[config.mk]
export PLATFORM = sky130hd
export DESIGN_NAME = cat_timebase
export DESIGN_NICKNAME = d
export VERILOG_FILES = /design/src/common/cat_pkg.sv /design/src/rtl/cat_sync.sv /design/src/rtl/cat_timebase.sv
export SDC_FILE = /design/constraint.sdc
export NUM_CORES = 1
export LEC_CHECK = 0
export BUFFER_PORTS_ARGS = -buffer_cell sky130_fd_sc_hd__buf_2
export CAP_MARGIN = 40
export CORE_MARGIN = 10
export CORE_UTILIZATION = 58
export CTS_BUF_LIST = sky130_fd_sc_hd__clkbuf_16
export CTS_CLUSTER_SIZE = 10
export DETAILED_ROUTE_END_ITERATION = 6
export GPL_ROUTABILITY_DRIVEN = 0
export GPL_TIMING_DRIVEN = 0
export PLACE_DENSITY = 0.92
export SYNTH_ARGS = -nofsm -noshare
export SYNTH_HDL_FRONTEND = slang
export SYNTH_SLANG_ARGS = --single-unit
export TNS_END_PERCENT = 1
[constraint.sdc]
create_clock -name core_clk -period 4.3 [get_ports core_clk]
set_input_delay 0.43 -clock core_clk [delete_from_list [all_inputs] [get_ports core_clk]]
set_output_delay 0.43 -clock core_clk [all_outputs]
set_load 0.02 [all_outputs]
[src/common/cat_pkg.sv]
// Constants and types for the counter array timebase and its channels.
// Assumes a single system clock; all register effects are plain ports.
//
// Contract
// - Sixteen-bit up-counter read as a low byte and a high byte.
// - Low byte read latches high byte; next high read returns it.
// - Reads never disturb counting.
// - Three-bit select picks one of seven count sources; 111 reserved.
// - Wrap from FFFF to 0000 sets the wrap flag.
// - Wrap flag raises interrupt request only when its enable is set.
// - Hardware never clears the wrap flag; software clears it.
// - With idle halt select clear, counting continues in CPU idle.
// - Up to three channels, each a 16-bit capture/compare module.
// - Channel modes: capture, software timer, fast output, frequency, PWM.
// - Channel pin reaches the port only when its routing is enabled.
// - PWM at 8, 9, 10, 11 or 16 bits, centre or edge aligned.
// - Capture on rising, falling or either edge of channel input.
package cat_pkg;

  localparam int CAT_CNT_W  = 16;
  localparam int CAT_BYTE_W = 8;
  localparam int CAT_SEL_W  = 3;

  // Timebase select codes
  localparam logic [2:0] CAT_TB_DIV12 = 3'h0;
  localparam logic [2:0] CAT_TB_DIV4  = 3'h1;
  localparam logic [2:0] CAT_TB_T0OVF = 3'h2;
  localparam logic [2:0] CAT_TB_EXTIN = 3'h3;
  localparam logic [2:0] CAT_TB_SYS   = 3'h4;
  localparam logic [2:0] CAT_TB_XOSC  = 3'h5;
  localparam logic [2:0] CAT_TB_LFOSC = 3'h6;
  localparam logic [2:0] CAT_TB_RSVD  = 3'h7;

  // Divider counts
  localparam logic [3:0] CAT_DIV12_LAST = 4'hB;
  localparam logic [1:0] CAT_DIV4_LAST  = 2'h3;
  localparam logic [2:0] CAT_OSC_LAST   = 3'h7;

  // Reset, wrap and PWM mask values
  localparam logic [15:0] CAT_CNT_RST = 16'h0000;
  localparam logic [15:0] CAT_CNT_MAX = 16'hFFFF;
  localparam logic [7:0]  CAT_BYTE_RST = 8'h00;
  localparam logic [15:0] CAT_PWM8_MASK = 16'h00FF;

  // Channel operating modes
  typedef enum logic [2:0] {
    CAT_MODE_CAPTURE = 3'h0,
    CAT_MODE_SWTIMER = 3'h1,
    CAT_MODE_FREQ    = 3'h2,
    CAT_MODE_HSO     = 3'h3,
    CAT_MODE_PWM     = 3'h6
  } cat_mode_type;

endpackage : cat_pkg

[src/rtl/cat_sync.sv]
// Three-stage synchronizer with agreement filter for pin-level inputs.
// Assumes inputs are asynchronous to core_clk.
`timescale 1ns/1ns
`default_nettype none
module cat_sync #(
  parameter int WIDTH = 1
) (
  input  wire logic             core_clk, // System clock
  input  wire logic             sys_rst,  // Synchronous reset, high
  input  wire logic [WIDTH-1:0] async_in, // Raw pin levels
  output logic      [WIDTH-1:0] sync_out  // Filtered synchronous levels
);
  logic [WIDTH-1:0] s1_q;
  logic [WIDTH-1:0] s2_q;
  logic [WIDTH-1:0] s3_q;

  always_ff @(posedge core_clk) begin
    if (sys_rst) begin
      s1_q <= '0;
      s2_q <= '0;
      s3_q <= '0;
    end else begin
      s1_q <= async_in;
      s2_q <= s1_q;
      s3_q <= s2_q;
    end
  end

  // A change counts once the second and third stages agree
  always_ff @(posedge core_clk) begin
    if (sys_rst) begin
      sync_out <= '0;
    end else begin
      for (int i = 0; i < WIDTH; i++) begin
        if (s2_q[i] == s3_q[i]) begin
          sync_out[i] <= s3_q[i];
        end
      end
    end
  end
endmodule : cat_sync
`default_nettype wire

[src/rtl/cat_timebase.sv]
// Shared 16-bit counter, timebase selection and capture/compare channels.
// Assumes read and clear strobes are one-cycle pulses on core_clk.
`timescale 1ns/1ns
`default_nettype none
module cat_timebase
  import cat_pkg::*;
#(
  parameter int NUM_CH = 3
) (
  input  wire logic                core_clk,             // 25 MHz clock
  input  wire logic                sys_rst,              // Sync reset, high
  input  wire logic [2:0]          timebase_select,      // Count source
  input  wire logic                timer0_ovf,           // Timer 0 overflow
  input  wire logic                external_count_input, // Count pin
  input  wire logic                ext_osc,              // External osc
  input  wire logic                lf_osc,               // Low-freq osc
  input  wire logic                cpu_idle,             // CPU in idle
  input  wire logic                idle_halt_select,     // Halt in idle
  input  wire logic                rd_low_stb,           // Read low byte
  input  wire logic                rd_high_stb,          // Read high byte
  output logic [7:0]               rd_data,              // Read answer
  output logic [7:0]               count_low_byte,       // Live low byte
  output logic [7:0]               count_high_byte,      // Live high byte
  output logic                     wrap_flag,            // Wrap flag
  input  wire logic                wrap_flag_clr,        // Clear wrap flag
  input  wire logic                wrap_irq_enable,      // Wrap irq enable
  output logic                     irq,                  // Interrupt request
  input  wire logic [3*NUM_CH-1:0] ch_mode,              // Mode per channel
  input  wire logic [NUM_CH-1:0]   ch_cap_pos,           // Capture rising
  input  wire logic [NUM_CH-1:0]   ch_cap_neg,           // Capture falling
  input  wire logic [NUM_CH-1:0]   ch_cmp_en,            // Comparator on
  input  wire logic [NUM_CH-1:0]   ch_pwm16,             // 16-bit PWM
  input  wire logic [NUM_CH-1:0]   ch_center,            // Centre aligned
  input  wire logic [1:0]          pwm_len_sel,          // 8..11 bit PWM
  input  wire logic [NUM_CH-1:0]   ch_cmp_wr,            // Compare write
  input  wire logic [16*NUM_CH-1:0] ch_cmp_wdata,        // Compare data
  output logic [16*NUM_CH-1:0]     ch_cmp_val,           // Compare/capture
  output logic [NUM_CH-1:0]        ch_flag,              // Channel flag
  input  wire logic [NUM_CH-1:0]   ch_flag_clr,          // Clear flag
  input  wire logic [NUM_CH-1:0]   ch_route_en,          // Crossbar route
  input  wire logic [NUM_CH-1:0]   channel_pin_in,       // Pin level in
  output logic [NUM_CH-1:0]        channel_pin_out,      // Pin drive
  output logic [NUM_CH-1:0]        channel_pin_oe        // Pin enable
);

  // ---------------------------------------------------------------
  // Helpers
  // ---------------------------------------------------------------
  function automatic logic [15:0] pwm_mask(input logic p16,
                                           input logic [1:0] len);
    logic [15:0] m;
    m = CAT_PWM8_MASK;
    if (p16) begin
      m = CAT_CNT_MAX;
    end else begin
      for (int k = 0; k < 3; k++) begin
        if (k < int'(len)) begin
          m = {m[14:0], 1'b1};
        end
      end
    end
    return m;
  endfunction : pwm_mask

  // ---------------------------------------------------------------
  // Synchronizers
  // ---------------------------------------------------------------
  logic [NUM_CH+2:0] sync_lv;
  logic [NUM_CH+2:0] sync_prev_q;
  cat_sync #(.WIDTH(NUM_CH + 3)) u_sync (
    .core_clk (core_clk),
    .sys_rst  (sys_rst),
    .async_in ({channel_pin_in, lf_osc, ext_osc, external_count_input}),
    .sync_out (sync_lv)
  );

  always_ff @(posedge core_clk) begin
    if (sys_rst) begin
      sync_prev_q <= '0;
    end else begin
      sync_prev_q <= sync_lv;
    end
  end

  logic ext_fall;
  logic xosc_rise;
  logic lfo_rise;
  assign ext_fall  = sync_prev_q[0] & ~sync_lv[0];
  assign xosc_rise = sync_lv[1] & ~sync_prev_q[1];
  assign lfo_rise  = sync_lv[2] & ~sync_prev_q[2];

  // ---------------------------------------------------------------
  // Prescalers
  // ---------------------------------------------------------------
  logic [3:0] div12_q;
  logic [1:0] div4_q;
  logic [2:0] xdiv_q;
  logic [2:0] ldiv_q;

  always_ff @(posedge core_clk) begin
    if (sys_rst) begin
      div12_q <= '0;
      div4_q  <= '0;
    end else begin
      div12_q <= (div12_q == CAT_DIV12_LAST) ? 4'h0 : div12_q + 4'h1;
      div4_q  <= div4_q + 2'h1;
    end
  end

  always_ff @(posedge core_clk) begin
    if (sys_rst) begin
      xdiv_q <= '0;
      ldiv_q <= '0;
    end else begin
      if (xosc_rise) begin
        xdiv_q <= xdiv_q + 3'h1;
      end
      if (lfo_rise) begin
        ldiv_q <= ldiv_q + 3'h1;
      end
    end
  end

  // ---------------------------------------------------------------
  // Timebase and counter
  // ---------------------------------------------------------------
  logic src_tick;
  logic halted;
  logic tick;
  logic [15:0] cnt_q;
  logic [15:0] cnt_d;
  logic [7:0]  snap_q;

  always_comb begin
    case (timebase_select)
      CAT_TB_DIV12: src_tick = (div12_q == CAT_DIV12_LAST);
      CAT_TB_DIV4:  src_tick = (div4_q == CAT_DIV4_LAST);
      CAT_TB_T0OVF: src_tick = timer0_ovf;
      CAT_TB_EXTIN: src_tick = ext_fall;
      CAT_TB_SYS:   src_tick = 1'b1;
      CAT_TB_XOSC:  src_tick = xosc_rise && (xdiv_q == CAT_OSC_LAST);
      CAT_TB_LFOSC: src_tick = lfo_rise && (ldiv_q == CAT_OSC_LAST);
      default:      src_tick = 1'b0;
    endcase
  end

  assign halted = cpu_idle & idle_halt_select;
  assign tick   = src_tick & ~halted;
  assign cnt_d  = tick ? cnt_q + 16'h0001 : cnt_q;

  always_ff @(posedge core_clk) begin
    if (sys_rst) begin
      cnt_q <= CAT_CNT_RST;
    end else begin
      cnt_q <= cnt_d;
    end
  end

  assign count_low_byte  = cnt_q[7:0];
  assign count_high_byte = cnt_q[15:8];

  // Low read latches the high byte; high read returns the latch
  always_ff @(posedge core_clk) begin
    if (sys_rst) begin
      snap_q  <= CAT_BYTE_RST;
      rd_data <= CAT_BYTE_RST;
    end else if (rd_low_stb) begin
      snap_q  <= cnt_q[15:8];
      rd_data <= cnt_q[7:0];
    end else if (rd_high_stb) begin
      rd_data <= snap_q;
    end
  end

  // Set wins over a simultaneous clear
  always_ff @(posedge core_clk) begin
    if (sys_rst) begin
      wrap_flag <= 1'b0;
    end else if (tick && cnt_q == CAT_CNT_MAX) begin
      wrap_flag <= 1'b1;
    end else if (wrap_flag_clr) begin
      wrap_flag <= 1'b0;
    end
  end

  assign irq = wrap_flag & wrap_irq_enable;

  a_wrap_sets_flag : assert property (@(posedge core_clk) disable iff (sys_rst)
    tick && cnt_q == CAT_CNT_MAX |=> wrap_flag && cnt_q == CAT_CNT_RST)
    else $error("wrap did not set flag");
  a_irq_gate : assert property (@(posedge core_clk) disable iff (sys_rst)
    irq == (wrap_flag && wrap_irq_enable))
    else $error("irq not gated by enable");
  a_flag_sticky : assert property (@(posedge core_clk) disable iff (sys_rst)
    wrap_flag && !wrap_flag_clr |=> wrap_flag)
    else $error("wrap flag cleared by hardware");
  a_snap_read : assert property (@(posedge core_clk) disable iff (sys_rst)
    rd_low_stb ##1 (!rd_low_stb && !rd_high_stb) [*2] ##1 rd_high_stb
    |=> rd_data == $past(cnt_q[15:8], 4))
    else $error("high read did not return snapshot");
  a_read_count : assert property (@(posedge core_clk) disable iff (sys_rst)
    (rd_low_stb || rd_high_stb) |=> cnt_q == $past(cnt_d))
    else $error("read disturbed counter");
  a_sys_step : assert property (@(posedge core_clk) disable iff (sys_rst)
    timebase_select == CAT_TB_SYS && !halted
    |=> cnt_q == $past(cnt_q) + 16'h0001)
    else $error("system clock source did not step by one");
  a_idle_runs : assert property (@(posedge core_clk) disable iff (sys_rst)
    cpu_idle && !idle_halt_select && src_tick |=> cnt_q != $past(cnt_q))
    else $error("counter stalled in idle");
  a_rsvd_still : assert property (@(posedge core_clk) disable iff (sys_rst)
    timebase_select == CAT_TB_RSVD [*2] |-> $stable(cnt_q))
    else $error("reserved source advanced counter");

  // ---------------------------------------------------------------
  // Capture/compare channels
  // ---------------------------------------------------------------
  for (genvar c = 0; c < NUM_CH; c++) begin : g_ch
    cat_mode_type mode;
    logic [15:0]  cmp_q;
    logic [15:0]  mask;
    logic [15:0]  pos;
    logic [15:0]  fold;
    logic         pin_rise;
    logic         pin_fall;
    logic         cap_ev;
    logic         match;
    logic         fmatch;
    logic         pwm_lv;
    logic         pin_q;
    logic         flag_q;

    assign mode     = cat_mode_type'(ch_mode[3*c +: 3]);
    assign pin_rise = sync_lv[3+c] & ~sync_prev_q[3+c];
    assign pin_fall = sync_prev_q[3+c] & ~sync_lv[3+c];
    assign cap_ev   = (mode == CAT_MODE_CAPTURE)
                      && ((ch_cap_pos[c] && pin_rise)
                      || (ch_cap_neg[c] && pin_fall));
    assign match    = tick && ch_cmp_en[c] && (cnt_d == cmp_q);
    assign fmatch   = tick && ch_cmp_en[c] && (cnt_d[7:0] == cmp_q[7:0]);
    assign mask     = pwm_mask(ch_pwm16[c], pwm_len_sel);
    assign pos      = cnt_q & mask;
    assign fold     = |(pos & (mask ^ (mask >> 1))) ? (~pos & mask) : pos;
    assign pwm_lv   = ch_cmp_en[c] && (ch_center[c]
                      ? ({fold[14:0], 1'b0} < (cmp_q & mask))
                      : (pos < (cmp_q & mask)));

    // Capture, compare register and frequency reload
    always_ff @(posedge core_clk) begin
      if (sys_rst) begin
        cmp_q <= CAT_CNT_RST;
      end else if (ch_cmp_wr[c]) begin
        cmp_q <= ch_cmp_wdata[16*c +: 16];
      end else if (cap_ev) begin
        cmp_q <= cnt_q;
      end else if (mode == CAT_MODE_FREQ && fmatch) begin
        cmp_q[7:0] <= cmp_q[7:0] + cmp_q[15:8];
      end
    end

    // Channel output level per mode
    always_ff @(posedge core_clk) begin
      if (sys_rst) begin
        pin_q <= 1'b0;
      end else begin
        case (mode)
          CAT_MODE_HSO:  pin_q <= pin_q ^ match;
          CAT_MODE_FREQ: pin_q <= pin_q ^ fmatch;
          CAT_MODE_PWM:  pin_q <= pwm_lv;
          default:       pin_q <= 1'b0;
        endcase
      end
    end

    // Set wins over a simultaneous clear
    always_ff @(posedge core_clk) begin
      if (sys_rst) begin
        flag_q <= 1'b0;
      end else if (cap_ev || (match && (mode == CAT_MODE_SWTIMER
                                        || mode == CAT_MODE_HSO))) begin
        flag_q <= 1'b1;
      end else if (ch_flag_clr[c]) begin
        flag_q <= 1'b0;
      end
    end

    assign ch_cmp_val[16*c +: 16] = cmp_q;
    assign ch_flag[c]             = flag_q;
    assign channel_pin_out[c]     = pin_q;
    assign channel_pin_oe[c]      = ch_route_en[c]
                                    && (mode == CAT_MODE_HSO
                                    || mode == CAT_MODE_FREQ
                                    || mode == CAT_MODE_PWM);

    a_capture_edge : assert property (@(posedge core_clk) disable iff (sys_rst)
      cap_ev && !ch_cmp_wr[c] |=> cmp_q == $past(cnt_q) && flag_q)
      else $error("capture did not load count");
    a_route_gate : assert property (@(posedge core_clk) disable iff (sys_rst)
      !ch_route_en[c] |-> !channel_pin_oe[c])
      else $error("unrouted pin driven");
    a_hso_toggle : assert property (@(posedge core_clk) disable iff (sys_rst)
      mode == CAT_MODE_HSO && match ##1 mode == CAT_MODE_HSO
      |-> pin_q != $past(pin_q))
      else $error("fast output did not toggle on match");
  end

endmodule : cat_timebase
`default_nettype wire

# == Word level (Yosys, flattened, before mapping) ==
# Cells that the tools add are included.
# totals
ff_bits,129
in_bits,101
out_inout_bits,83
word_cells,234
# op_classes
n_addsub,8
magnitude_cmp,9
eq_ne,35
n_mux,39
n_bitwise,46
n_reduce_logical,67
# op_table
op,count
AND 16 bit,9
two-way mux 16 bit,9
< comparator 16 bit,6
two-way mux 8 bit,11
== test 16 bit,3
OR reduction 16 bit,3
XOR 16 x 15 -> 16 bit,3
AND 15 bit,3
two-way mux 15 bit,3
NOT 15 bit,3
logical AND 1 bit,33
adder 8 bit,3
== test 3 x 2 -> 1 bit (second input constant),8
== test 3 bit (second input constant),8
== test 8 bit,3
adder 16 x 1 -> 16 bit (second input constant),1
== test 16 bit (second input constant),1
nonzero test 2 bit,8
logical OR 1 bit,15
AND 1 bit,12
== test 3 x 1 -> 1 bit (second input constant),4
logical NOT 3 bit,4
two-way mux 1 bit,11
NOT 1 bit,10
14 further kinds,30

# == Logic depth before layout (Yosys ltp) ==
# Gate-level depths: netlist of run 1.
# logic_depth
depth_word,13
depth_mapped,20
ltp_nobuf,18

# == Cells and area by module ==
# Synthesis of run 1 repeated with hierarchy kept, for this count alone.
# hier_totals
hier_cells,1277
area_unflattened_um2,10491.3
# by_module_without_submodules
module,instances,cells_per_inst,area_per_inst_um2,seq_area_each_um2
cat_timebase,1,1215,9770.6,2102.0
cat_sync,1,62,720.7,480.5

# == Least setup slack after synthesis of run 1 ==
# Ideal clock, no wire load.
# synth_path
kind,input-to-reg
startpoint,in pwm_len_sel[0]
endpoint,reg g_ch[2].pin_q
setup_ps,79
t_arrival_ps,3905
t_required_ps,4221
setup_slack_ps,316
stages,20
path_buffers,2
cell_sequence,clkbuf_1 and2_1 clkbuf_1 nand2_1 o21ai_0 mux2i_1 inv_1 a31oi_1 xnor2_1 ha_1 nor2b_1 o21a_1 o21a_1 o21a_1 o21a_1 o211ai_1 a21boi_0 o41ai_1 a22oi_1 o211ai_1
# synth_between
elab_chain_len,13
elab_cells_between_ends,20
cone_classes,order compare (5); mux (7); bitwise (6); reduce/logical (2)
# synth_rtl
element,line,text
"start, declared",cat_timebase.sv:34,"input wire logic [1:0] pwm_len_sel,"
< comparator 1 x 2 -> 1 bit,cat_timebase.sv:57,if (k < int'(len)) begin
two-way mux 9 bit,cat_timebase.sv:57,
two-way mux 16 bit,cat_timebase.sv:57,
two-way mux 16 bit (*),cat_timebase.sv:57,
two-way mux 16 bit (*),cat_timebase.sv:53,if (p16) begin
XOR 16 x 15 -> 16 bit or AND 16 bit (tied branches),"cat_timebase.sv:243, cat_timebase.sv:242",
AND 16 bit or NOT 15 bit (tied branches),cat_timebase.sv:243,assign fold = |(pos & (mask ^ (mask >> 1))) ? (~pos & mask) : pos;
OR reduction 16 bit or AND 15 bit (tied branches),cat_timebase.sv:243,
two-way mux 15 bit,cat_timebase.sv:243,
< comparator 16 bit,cat_timebase.sv:245,"? ({fold[14:0], 1'b0} < (cmp_q & mask))"
two-way mux 1 bit (*),cat_timebase.sv:245,
logical AND 1 bit (*),cat_timebase.sv:244,assign pwm_lv = ch_cmp_en[c] && (ch_center[c]
one-hot mux 1 bit (3 select lines) (*),cat_timebase.sv:266,case (mode)
"end signal, assigned",cat_timebase.sv:267,CAT_MODE_HSO: pin_q <= pin_q ^ match;
"end signal, assigned",cat_timebase.sv:268,CAT_MODE_FREQ: pin_q <= pin_q ^ fmatch;
"end signal, assigned",cat_timebase.sv:269,CAT_MODE_PWM: pin_q <= pwm_lv;
"end, declared",cat_timebase.sv:230,logic pin_q;
# Mark *: on every way between the ends. The rest lies on a longest branch, timed or not.
# A chain may end at the register's enable or synchronous reset.

# == Worst setup path after layout of run 1 ==
# layout_path
startpoint,reg cnt_q[10]
endpoint,reg g_ch[1].pin_q
# layout_between
elab_chain_len,8
elab_cells_between_ends,16
cone_classes,add/sub (1); order compare (2); eq/ne (1); mux (4); bitwise (5); reduce/logical (3)
# layout_rtl
element,line,text
"start, declared",cat_timebase.sv:130,logic [15:0] cnt_q;
"start signal, assigned",cat_timebase.sv:155,cnt_q <= cnt_d;
AND 16 bit,cat_timebase.sv:242,assign pos = cnt_q & mask;
AND 16 bit or NOT 15 bit (tied branches),cat_timebase.sv:243,
OR reduction 16 bit or AND 15 bit (tied branches),cat_timebase.sv:243,
two-way mux 15 bit,cat_timebase.sv:243,
< comparator 16 bit,cat_timebase.sv:245,
two-way mux 1 bit,cat_timebase.sv:245,
logical AND 1 bit,cat_timebase.sv:244,
one-hot mux 1 bit (3 select lines) (*),cat_timebase.sv:266,
"end signal, assigned",cat_timebase.sv:267,
"end signal, assigned",cat_timebase.sv:268,
"end signal, assigned",cat_timebase.sv:269,
"end, declared",cat_timebase.sv:230,
# Marked as above.

==> out/metrics.yaml, run 1 <==
power_frac_clock_pct: 44.3
drt-initial-drc-count: 1475
ys.flop_type: "sky130_fd_sc_hd__dfxtp_1"
ys_ff_latch: 129
hp-start: "lf_osc"
met3RoutedLength_um: 4925
synth.top_cells.by_area: "sky130_fd_sc_hd__dfxtp_1 (24%), sky130_fd_sc_hd__ha_1 (14%), sky130_fd_sc_hd__xnor2_1 (6.4%), sky130_fd_sc_hd__nor2_1 (6.1%), sky130_fd_sc_hd__mux2i_1 (5.6%)"
drt_pre_antenna_iters: 6
count_of_boundary_i_o_pins: 184
outcome: "finished, final reports clean"
routedWlPerCell_um: 21.58
totalPowerFinal_mw: 3.518
clkTransAtPathRegs_ns: 0.07
cts_hold_buffers: 0
layout-area-overhead-vs-synth_pct: 17.64
critPathLaunch: "cnt_q[10]"
clkSinkCount: 129
switchingPower_mw: 1.042
post_cts.repair.setup_buffers: 0
wirelength_um: 37910
fmaxAchievable_mhz: 239.6
per_instance_average_area_after_synthesis_sq_um: 8.064
worst-endpoint-arrival_ns: 4.56
vias: 11300
timing.final.hold_violations: 0
static-leakage-power_nw: 5.664
yosys_warn_count: 0
netlist_instances: 1315
peakVddDrop_uv: 325.0
tightest_slew_ns: 0.9815
grt_start_max_net_pins: 17
crit_path_max_incr_delay_ns: 0.41
row_count: 49
n_antenna_cell: 0
critical_path_class: "flop to flop"
maximum_fanout_count_along_the_critical_path: 10
postSynthNetCount: 1537
grt_pass1_vias: 11290
intPower_mw: 2.475
hold_path_class: "input pin to flop"
clock_tree.root_cell: "sky130_fd_sc_hd__clkbuf_16"
critical_path.top_delay_family: "compound AO/OA/AOI/OAI gates"
finalSetupViolations: 0
avgViaCountPerCell: 6.430
nets: 1738
ctsLongestPathBuffers: 2
floorplan.core_area_sq_um: 17960
critPathRequiredTime_ns: 4.68
slew_headroom_pct: 34.56
total_length_of_routed_met2_wires_um: 16690
yosysTopAreaCellShare_pct: 24.35
synth_edf_count: 0
combinationalPowerShare_pct: 18.5
route.antenna.remaining_nets: 0
dp.cells: 1725
clock_insertion_delay_worst_skew_ns: 0.44
antenna_found_initial: 0
seq_area_frac_synth_pct: 24.35
timing.critical_path.to_type: "flop"
cts_tree: "built"
start_util_pct: 59.03
grt_setup_unrepaired: "no"
drc_errors_left: 0
uppermost_layer_routed: "met4"
synth-async-reset-ratio_pct: 0
dp_hpwl_um: 28040
layout-drive-gt1-share_pct: 17.08
clock_tree.htree_level_count: 4
timing.rr.start: "cnt_q[10]"
area_post_placement_sq_um: 11830
grt_pass1_wl_um: 58590
ys_types: 82
cp_slowest_cell: "sky130_fd_sc_hd__buf_2"
netSwitchingFraction_pct: 29.63
floorplan.die_area_sq_um: 24090
maxSlewViolCount: 0
numCtsBuffers: 17
post_layout_cell_count: 1757
final.setup_skew_ns: 0.01437
postLayoutCellArea_sq_um: 12470
io_buffers: 176
timing.final.crit_period_ns: 4.173
drt-met1-wl_um: 13660
power.density_nw_per_um2: 282.0
hold_ws_ns: 0.2076
die_w_um: 155.2
floorplan.die.height_um: 155.2
mappedNetlistArea_sq_um: 10600
timing.max_cap.violations: 0
critical_path.startpoint_type: "flop"
sequentialPowerShare_pct: 37.3
cp_cell_instances: "clkbuf_1 > buf_2 > mux2i_1 > mux2i_1 > a21oi_1 > buf_1 > xnor2_1 > ha_1 > nor2b_1 > o21a_1 > o21ai_0 > nand2b_1 > a21oi_1 > nor2b_1 > o2111ai_1 > a211oi_1 > o22ai_1 > a32o_1"
grt_remaining_overflow: 0
synthDominantAreaCellType: "sky130_fd_sc_hd__dfxtp_1"
grt.total_usage_pct: 30.08
final.period_utilization_pct: 97.06
path_buf_inv: 3
cells in the mapped netlist (all sizes together), types with 17 or more instances:
| master | instances |
|---|---|
| nor2 | 171 |
| dfxtp | 129 |
| ha | 118 |
| a21oi | 115 |
| xnor2 | 79 |
| nand2 | 77 |
| inv | 67 |
| mux2i | 59 |
| clkbuf | 58 |
| o21ai | 48 |
| nor2b | 46 |
| and2 | 30 |
| buf | 25 |
| a21o | 24 |
| xor2 | 24 |
| nand4 | 19 |
| a211oi | 18 |
| nand2b | 17 |
through the flow:
stage | setup WS, ns | utilization (%) | TNS (ns)
final | 0.1265 | 69.44 | 0
after global routing | 0.006378 | 69.44 | 0
after CTS | 0.04368 | 69.28 | 0
after detailed placement | -0.1923 | 65.84 | -0.1923
after global placement | -0.3251 | 65.53 | -0.3251
after floorplan | 0.3160 | - | 0
area by class of cell:
type,count,area [sq um]
sequential,129,2585
fill,1368,5489
clock inverter,14,188.9
tap,229,286.5
clock buffer,17,425.4
timing repair buffer,183,954.7
multi-input combinational,1036,7411
buffer,82,371.6
inverter,67,251.5
power by group through the flow:
| stage | combinational, mW | sequential (mW) | clock [mW] |
|---|---|---|---|
| floorplan | 0.393 | 1.34 | 0 |
| global placement | 0.600 | 1.33 | 0 |
| detailed placement | 0.626 | 1.33 | 0 |
| CTS | 0.636 | 1.31 | 1.55 |
| global route | 0.706 | 1.31 | 1.60 |
| finish | 0.650 | 1.31 | 1.56 |
layout by cell type, fill, tap and decap left out, drive strengths merged, types with 9 or more instances in the layout:
cell,netlist,routed
a21o,24,24
a21oi,115,115
nand2,77,77
o21a,12,12
nand4,19,19
buf,25,206
xnor2,79,79
xor2,24,24
nand2b,17,17
a2111oi,9,9
clkbuf,58,74
o21ai,48,48
a211o,12,12
a211oi,18,18
and2,30,30
nand3,16,16
ha,118,118
mux2i,59,59
dfxtp,129,129
nor4,10,10
o21bai,9,9
inv,67,69
and3,9,9
nor3,16,16
nor2,171,171
nor2b,46,46
logic make-up (layout without fill, tap and decap cells):
group | Yosys count | count (layout) | share of synthesized area [%]
xor gates and xnor gates | 107 | 107 | 9.499
muxes | 67 | 67 | 6.419
adders and majority gates | 121 | 121 | 14.49
buffers and inverters | 150 | 363 | 5.852
DFF | 129 | 129 | 24.35
AOI/OAI and AO/OA | 294 | 294 | 18.09
and+or+nand+nor | 447 | 447 | 21.30
final timing paths:
| kind | cells past startpoint | to | slack (ns) |
|---|---|---|---|
| worst min register to register | 1 | div4_q[0] | 0.42 |
| worst max register to register | 18 | g_ch[1].pin_q | 0.13 |
| worst max-delay path | 18 | g_ch[1].pin_q | 0.13 |
| worst min-delay path | 2 | u_sync.s1_q[2] | 0.21 |
routing by layer:
| metal | track usage (%) | up-vias |
|---|---|---|
| met3 | 8.712 | 249 |
| met2 | 47.25 | 869 |
| met4 | 20.28 | 0 |
| met5 | 0 | - |
| met1 | 34.87 | 5160 |
| li1 | - | 5020 |
sequential cells by signal (all words and copies together), names as in the netlist, 4 cells and up:
name / count
u_sync.s1_q: 6
g_ch.cmp_q: 48
div12_q: 4
sync_prev_q: 6
u_sync.s3_q: 6
cnt_q: 16
u_sync.sync_out: 6
rd_data: 8
snap_q: 8
u_sync.s2_q: 6
what timing repair did:
item	in CTS	in global routing
cloned	0	0
endpoints found under the setup margin	2	3
gates resized for setup	3	7
pin swaps	0	1
(Power assumes the default switching activity.)
==> run 2, diff against run 1 <==
--- a/config.mk
+++ b/config.mk
@@ -15,6 +15,7 @@
 export GPL_ROUTABILITY_DRIVEN = 0
 export GPL_TIMING_DRIVEN = 0
 export PLACE_DENSITY = 0.92
+export REMOVE_ABC_BUFFERS = 1
 export SYNTH_ARGS = -nofsm -noshare
 export SYNTH_HDL_FRONTEND = slang
 export SYNTH_SLANG_ARGS = --single-unit
==> out/metrics.yaml, run 2 (synthesized netlist as in run 1, its figures left out) <==
critPathRequiredTime_ns: 4.66  # -0.02 ns
count_of_boundary_i_o_pins: 184  # unchanged
grt_pass1_wl_um: 52930  # -9.7%
timing.final.crit_period_ns: 4.085  # -0.08816 ns
power.density_nw_per_um2: 280.7  # -0.46%
timing.setup.tns_ns: 0  # unchanged
totalPowerFinal_mw: 3.462  # -1.6%
cp_cell_instances: "buf_16 > mux2i_1 > o21ai_0 > mux2i_2 > inv_1 > a31oi_2 > buf_4 > xnor2_1 > ha_1 > nor2b_1 > o21a_1 > o21a_1 > o21a_1 > o21a_1 > o211ai_1 > a21boi_0 > o41ai_1 > a22oi_1 > o211ai_1"
largest_reg_flops: 48  # unchanged
ctsLongestPathBuffers: 2  # unchanged
grt.total_usage_pct: 26.74  # -3.3 points
timing.rr.start: "cnt_q[7]"
n_antenna_cell: 0  # unchanged
slew_headroom_pct: 33.35  # -1.2 points
registers.top_by_ff_count: "g_ch.cmp_q"
hp-start: "channel_pin_in[0]"
clkSinkCount: 129  # unchanged
drt-initial-drc-count: 804  # -45%
timing.max_cap.violations: 0  # unchanged
dp_hpwl_um: 24500  # -13%
final.setup_skew_ns: 0.007481  # -0.006892 ns
finalSetupViolations: 0  # unchanged
grt_remaining_overflow: 0  # unchanged
final.period_utilization_pct: 95.01  # -2.1 points
floorplan.die_area_sq_um: 24090  # unchanged
crit_path_max_incr_delay_ns: 0.44  # +0.03 ns
tightest_slew_ns: 0.9984  # +0.01688 ns
vias: 10530  # -6.8%
critical_path.startpoint_type: "flop"
layout_commonest_cell: "sky130_fd_sc_hd__buf_2"
holdPathStages: 2  # unchanged
maximum_fanout_count_along_the_critical_path: 12  # +2
layout-area-overhead-vs-synth_pct: 16.31
nets: 1678  # -3.5%
failed_checks: "DRC"
io_buffers: 183  # +4.0%
avgViaCountPerCell: 6.201  # -3.6%
cts_tree: "built"
worst_r2r_path_depth: 19  # +1
final_critical_path_setup_slack_ns: 0.2147  # +0.08816 ns
clock_insertion_delay_worst_skew_ns: 0.44  # about the same
numCtsBuffers: 17  # unchanged
route.antenna.remaining_nets: 0  # unchanged
cp_slowest_cell: "sky130_fd_sc_hd__dfxtp_1"
clkTransAtPathRegs_ns: 0.06  # about the same
cell_repeated_most_along_the_worst_path: "sky130_fd_sc_hd__o21a_1"
hold_path_class: "input pin to flop"
hold-path-endpoint: "u_sync.s1_q[3]"
peakVddDrop_uv: 298.5  # -8.1%
start_util_pct: 59.03  # unchanged
timing.critical_path.to_type: "flop"
worst-endpoint-arrival_ns: 4.44  # -0.12 ns
maxSlewViolCount: 0  # unchanged
layout-drive-gt1-share_pct: 18.45  # +1.4 points
timing.final.hold_violations: 0  # unchanged
pre_cts_ws_ns: 0.07515  # +0.2675 ns
grt_start_max_net_pins: 79  # +62
drc_errors_left: 1  # +1
drt_pre_antenna_iters: 7  # +1
wirelength_um: 33700  # -11%
routedWlPerCell_um: 19.85  # -8.0%
die_w_um: 155.2  # unchanged
outcome: "complete, but fails checks"
floorplan.die.height_um: 155.2  # unchanged
critical_path_class: "flop to flop"
mostFrequentLayoutCells: "sky130_fd_sc_hd__buf_2 (187), sky130_fd_sc_hd__nor2_1 (171), sky130_fd_sc_hd__dfxtp_1 (128)"
clock_tree.htree_level_count: 4  # unchanged
r2r_setup_slack_ns: 0.21  # +0.09 ns
grt_pass1_vias: 10590  # -6.2%
worst_r2r_endpoint: "g_ch[2].pin_q"
post-route-util_pct: 68.66  # -0.79 points
clock_tree.root_cell: "sky130_fd_sc_hd__clkbuf_16"
static-leakage-power_nw: 5.636  # -0.49%
fmaxAchievable_mhz: 244.8  # +2.2%
antenna_found_initial: 0  # unchanged
floorplan.core_area_sq_um: 17960  # unchanged
hold_ws_ns: 0.1984  # -0.009244 ns
row_count: 49  # unchanged
largestRegisters: "g_ch.cmp_q x48, cnt_q x16"
==> run 2: changes by cell type in the layout (fill, tap and decap cells not counted), sizes merged <==
cell	change
clkinv	-4
clkinvlp	-1
clkdlybuf4s18	-1
buf	-1
clkbuf	-57
clkdlybuf4s15	-1
bufinv	-2
inv	+8
==> run 2: how the worst max path moves through the flow <==
stage,start,to,slack (ns)
6_report,cnt_q[7],g_ch[2].pin_q,0.21
5_1_grt,cnt_q[7],g_ch[2].pin_q,-0.008
4_1_cts,cnt_q[7],g_ch[2].pin_q,0.16
3_5_place_dp,pwm_len_sel[1],g_ch[2].pin_q,0.08
3_3_place_gp,ch_mode[8],g_ch[2].cmp_q[3],-1.43
2_1_floorplan,ch_cap_neg[2],g_ch[2].cmp_q[1],-0.005
==> run 2: per-layer routing <==
layer	part of all wire [%]	track usage [%]	up-vias	routed length, um
met5	0	0	-	0
met2	46	44.27	634	15550
met3	12	8.712	152	4174
met1	37	30.79	4848	12500
met4	4.4	12.03	0	1483
li1	-	-	4895	-
==> run 2: power breakdown <==
group / leakage [nW] / total, mW / internal (mW) / switching [mW]
logic: 4.28 / 0.621 / 0.268 / 0.353
clock network: 0.302 / 1.54 / 0.885 / 0.650
registers: 1.05 / 1.31 / 1.24 / 0.0681
==> run 2: metrics by stage <==
stage	std cells	instance area (sq um)
5_1_grt	1698	12330
2_1_floorplan	1232	10230
4_1_cts	1694	12290
3_3_place_gp	1644	11440
6_report	1698	12330
3_5_place_dp	1662	11670
==> run 2: worst max-delay path, delay by kind of cell (launching register included) <==
family          cells  cell delay [ns]
xor+xnor            1             0.13
compound gates     11             2.06
simple gates        1             0.13
fa+ha+maj           1             0.24
mux                 2             0.48
flops               1             0.44
buf+inv             3             0.55
==> run 2: area by class of cell <==
cell class	instances	area (sq um)
multi-input combinational	1036	7432
fill	1385	5630
sequential	129	2584
timing repair buffer	205	1165
clock buffer	17	425.4
tap	229	286.5
inverter	67	251.5
clock inverter	15	188.9
==> run 2: what timing repair did <==
item | CTS | global route
buffers inserted | 0 | 3
hold buffers | 0 | 0
resized for setup | 0 | 3
endpoints found under the setup margin | 0 | 1
==> run 3, diff against run 2 <==
--- a/config.mk
+++ b/config.mk
@@ -8,13 +8,13 @@
 export BUFFER_PORTS_ARGS = -buffer_cell sky130_fd_sc_hd__buf_2
 export CAP_MARGIN = 40
 export CORE_MARGIN = 10
-export CORE_UTILIZATION = 58
+export CORE_UTILIZATION = 52
 export CTS_BUF_LIST = sky130_fd_sc_hd__clkbuf_16
 export CTS_CLUSTER_SIZE = 10
 export DETAILED_ROUTE_END_ITERATION = 6
 export GPL_ROUTABILITY_DRIVEN = 0
 export GPL_TIMING_DRIVEN = 0
-export PLACE_DENSITY = 0.92
+export PLACE_DENSITY = 0.88
 export REMOVE_ABC_BUFFERS = 1
 export SYNTH_ARGS = -nofsm -noshare
 export SYNTH_HDL_FRONTEND = slang
==> constraint.sdc (replaced) <==
create_clock -name core_clk -period 3.6 [get_ports core_clk]
set_input_delay 0.36 -clock core_clk [delete_from_list [all_inputs] [get_ports core_clk]]
set_output_delay 0.36 -clock core_clk [all_outputs]
set_load 0.02 [all_outputs]
==> out/metrics.yaml, run 3 (synthesized netlist as in run 1, its figures left out) <==
route.antenna.remaining_nets: 0  # unchanged
critical_path.startpoint_type: "flop"
largestRegisters: "g_ch.cmp_q x48, cnt_q x16"
clock_tree.htree_level_count: 4  # unchanged
timing.critical_path.to_type: "flop"
power_frac_clock_pct: 43.6  # -0.7 points
clkSinkCount: 129  # unchanged
count_of_boundary_i_o_pins: 184  # unchanged
timing.max_cap.violations: 0  # unchanged
layout-drive-gt1-share_pct: 20.70  # +2.3 points
dp_hpwl_um: 25270  # +3.1%
static-leakage-power_nw: 5.747  # +2.0%
final.setup_skew_ns: 0.01218  # +0.004697 ns
registers.top_by_ff_count: "g_ch.cmp_q"
slew_headroom_pct: 39.07  # +5.7 points
hold_ws_ns: 0.1198  # -0.07855 ns
drt_pre_antenna_iters: 7  # unchanged
worst-endpoint-arrival_ns: 3.85  # -0.59 ns
postLayoutCellArea_sq_um: 12650  # +2.6%
area_post_placement_sq_um: 11800  # +1.1%
timing.final.crit_period_ns: 3.546  # -0.5391 ns
intPower_mw: 2.742  # +15%
nets: 1692  # +0.83%
switchingPower_mw: 1.352  # +26%
clkTransAtPathRegs_ns: 0.07  # about the same
outcome: "complete, but fails checks"
critPathRequiredTime_ns: 3.91  # -0.75 ns
post-route-util_pct: 62.72  # -5.9 points
floorplan.die.height_um: 162.8  # +4.9%
routedWlPerCell_um: 19.71  # -0.70%
cts_hold_buffers: 0  # unchanged
layout-area-overhead-vs-synth_pct: 19.30
grt_setup_unrepaired: "yes"
clock_insertion_delay_worst_skew_ns: 0.44  # about the same
mostFrequentLayoutCells: "sky130_fd_sc_hd__buf_2 (185), sky130_fd_sc_hd__nor2_1 (171), sky130_fd_sc_hd__ha_1 (118), sky130_fd_sc_hd__dfxtp_1 (118), sky130_fd_sc_hd__a21oi_1 (114)"
layout_commonest_cell: "sky130_fd_sc_hd__buf_2"
largest_reg_flops: 48  # unchanged
hold_path_class: "input pin to flop"
numCtsBuffers: 17  # unchanged
grt_pass1_vias: 10470  # -1.2%
fmaxAchievable_mhz: 282.0  # +15%
netSwitchingFraction_pct: 33.02  # +2.1 points
io_buffers: 183  # unchanged
grt_pass1_wl_um: 53940  # +1.9%
combinationalPowerShare_pct: 18.2  # +0.3 points
die_w_um: 162.8  # +4.9%
timing.final.hold_violations: 0  # unchanged
failed_checks: "DRC"
maxSlewViolCount: 0  # unchanged
finalSetupViolations: 0  # unchanged
vias: 10540  # +0.076%
sequentialPowerShare_pct: 38.2  # +0.5 points
start_util_pct: 52.57  # -6.5 points
critical_path_class: "flop to flop"
dp.cells: 1706  # +2.6%
row_count: 52  # +6.1%
totalPowerFinal_mw: 4.094  # +18%
drc_errors_left: 2  # +1
grt.total_usage_pct: 24.91  # -1.8 points
antenna_found_initial: 2  # +2
wirelength_um: 34550  # +2.5%
grt_start_max_net_pins: 78  # -1.3%
tightest_slew_ns: 0.9072  # -0.09123 ns
avgViaCountPerCell: 6.011  # -3.1%
power.density_nw_per_um2: 323.6  # +15%
maximum_fanout_count_along_the_critical_path: 19  # +7
cts_tree: "built"
final.period_utilization_pct: 98.50  # +3.5 points
drt-initial-drc-count: 1266  # +57%
clock_tree.root_cell: "sky130_fd_sc_hd__clkbuf_16"
ctsLongestPathBuffers: 2  # unchanged
peakVddDrop_uv: 330.6  # +11%
floorplan.core_area_sq_um: 20170  # +12%
post_layout_cell_count: 1753  # +3.2%
floorplan.die_area_sq_um: 26500  # +10%
grt_remaining_overflow: 0  # unchanged
n_antenna_cell: 0  # unchanged
run 3: cell types whose count changed in the layout (fill, tap and decap cells not counted), sizes merged:
| cell | change |
|---|---|
| buf | +14 |
| clkinv | +3 |
| bufinv | -2 |
| inv | -1 |
run 3: path summary, 6_finish.rpt:
path | depth (start not counted) | endpoint | slack, ns | start
min reg2reg | 1 | div4_q[0] | 0.43 | div4_q[0]
max | 12 | g_ch[2].pin_q | 0.05 | xdiv_q[0]
max reg2reg | 12 | g_ch[2].pin_q | 0.05 | xdiv_q[0]
min | 2 | u_sync.s1_q[1] | 0.12 | ext_osc
run 3: power groups by stage:
| stage | clock network [mW] | logic [mW] | registers, mW |
|---|---|---|---|
| after floorplan | 0 | 0.413 | 1.61 |
| after global placement | 0 | 0.676 | 1.59 |
| after detailed placement | 0 | 0.715 | 1.59 |
| after CTS | 1.79 | 0.729 | 1.56 |
| after global routing | 1.86 | 0.821 | 1.57 |
| final | 1.78 | 0.747 | 1.56 |
run 3: cell type report:
cell class	count	area (sq um)
tap	270	337.8
clock inverter	15	182.7
fill	1630	7518
inverter	67	251.5
clock buffer	17	425.4
multi-input combinational	1036	7542
sequential	129	2609
timing repair buffer	219	1303
run 3: through the flow:
stage	setup TNS, ns	setup WS, ns
finish	0	0.05382
CTS	-0.04809	-0.04809
global placement	-43.46	-2.038
floorplan	-5.464	-0.6350
detailed placement	-4.638	-0.5461
global route	-0.04027	-0.02213
run 3: worst max-delay path, stage by stage (launching register included):
cell and delay, ns:
sky130_fd_sc_hd__dfxtp_1 0.32, sky130_fd_sc_hd__ha_1 0.20, sky130_fd_sc_hd__ha_1 0.18, sky130_fd_sc_hd__and4b_1 0.20, sky130_fd_sc_hd__o2bb2ai_1 0.20, sky130_fd_sc_hd__a211o_4 0.42, sky130_fd_sc_hd__a32oi_4 0.37, sky130_fd_sc_hd__xnor2_1 0.17
sky130_fd_sc_hd__nand4_1 0.27, sky130_fd_sc_hd__a2111oi_1 0.47, sky130_fd_sc_hd__and4_1 0.36, sky130_fd_sc_hd__or4_1 0.15, sky130_fd_sc_hd__o211ai_1 0.09
run 3: per-layer routing:
metal | up-vias | track usage (%) | wire, um | part of all wire, %
met5 | - | 0 | 25 | 0.072
met3 | 113 | 7.204 | 3699 | 11
li1 | 4919 | - | - | -
met1 | 4921 | 29.95 | 13520 | 39
met4 | 4 | 8.689 | 940 | 2.7
met2 | 580 | 41.53 | 16370 | 47
run 3: what timing repair did:
action / 4_1_cts / 5_1_grt
setup endpoints to repair: 29 / 17
buffers inserted: 1 / 15
resized for setup: 19 / 22
pin swaps: 2 / 9
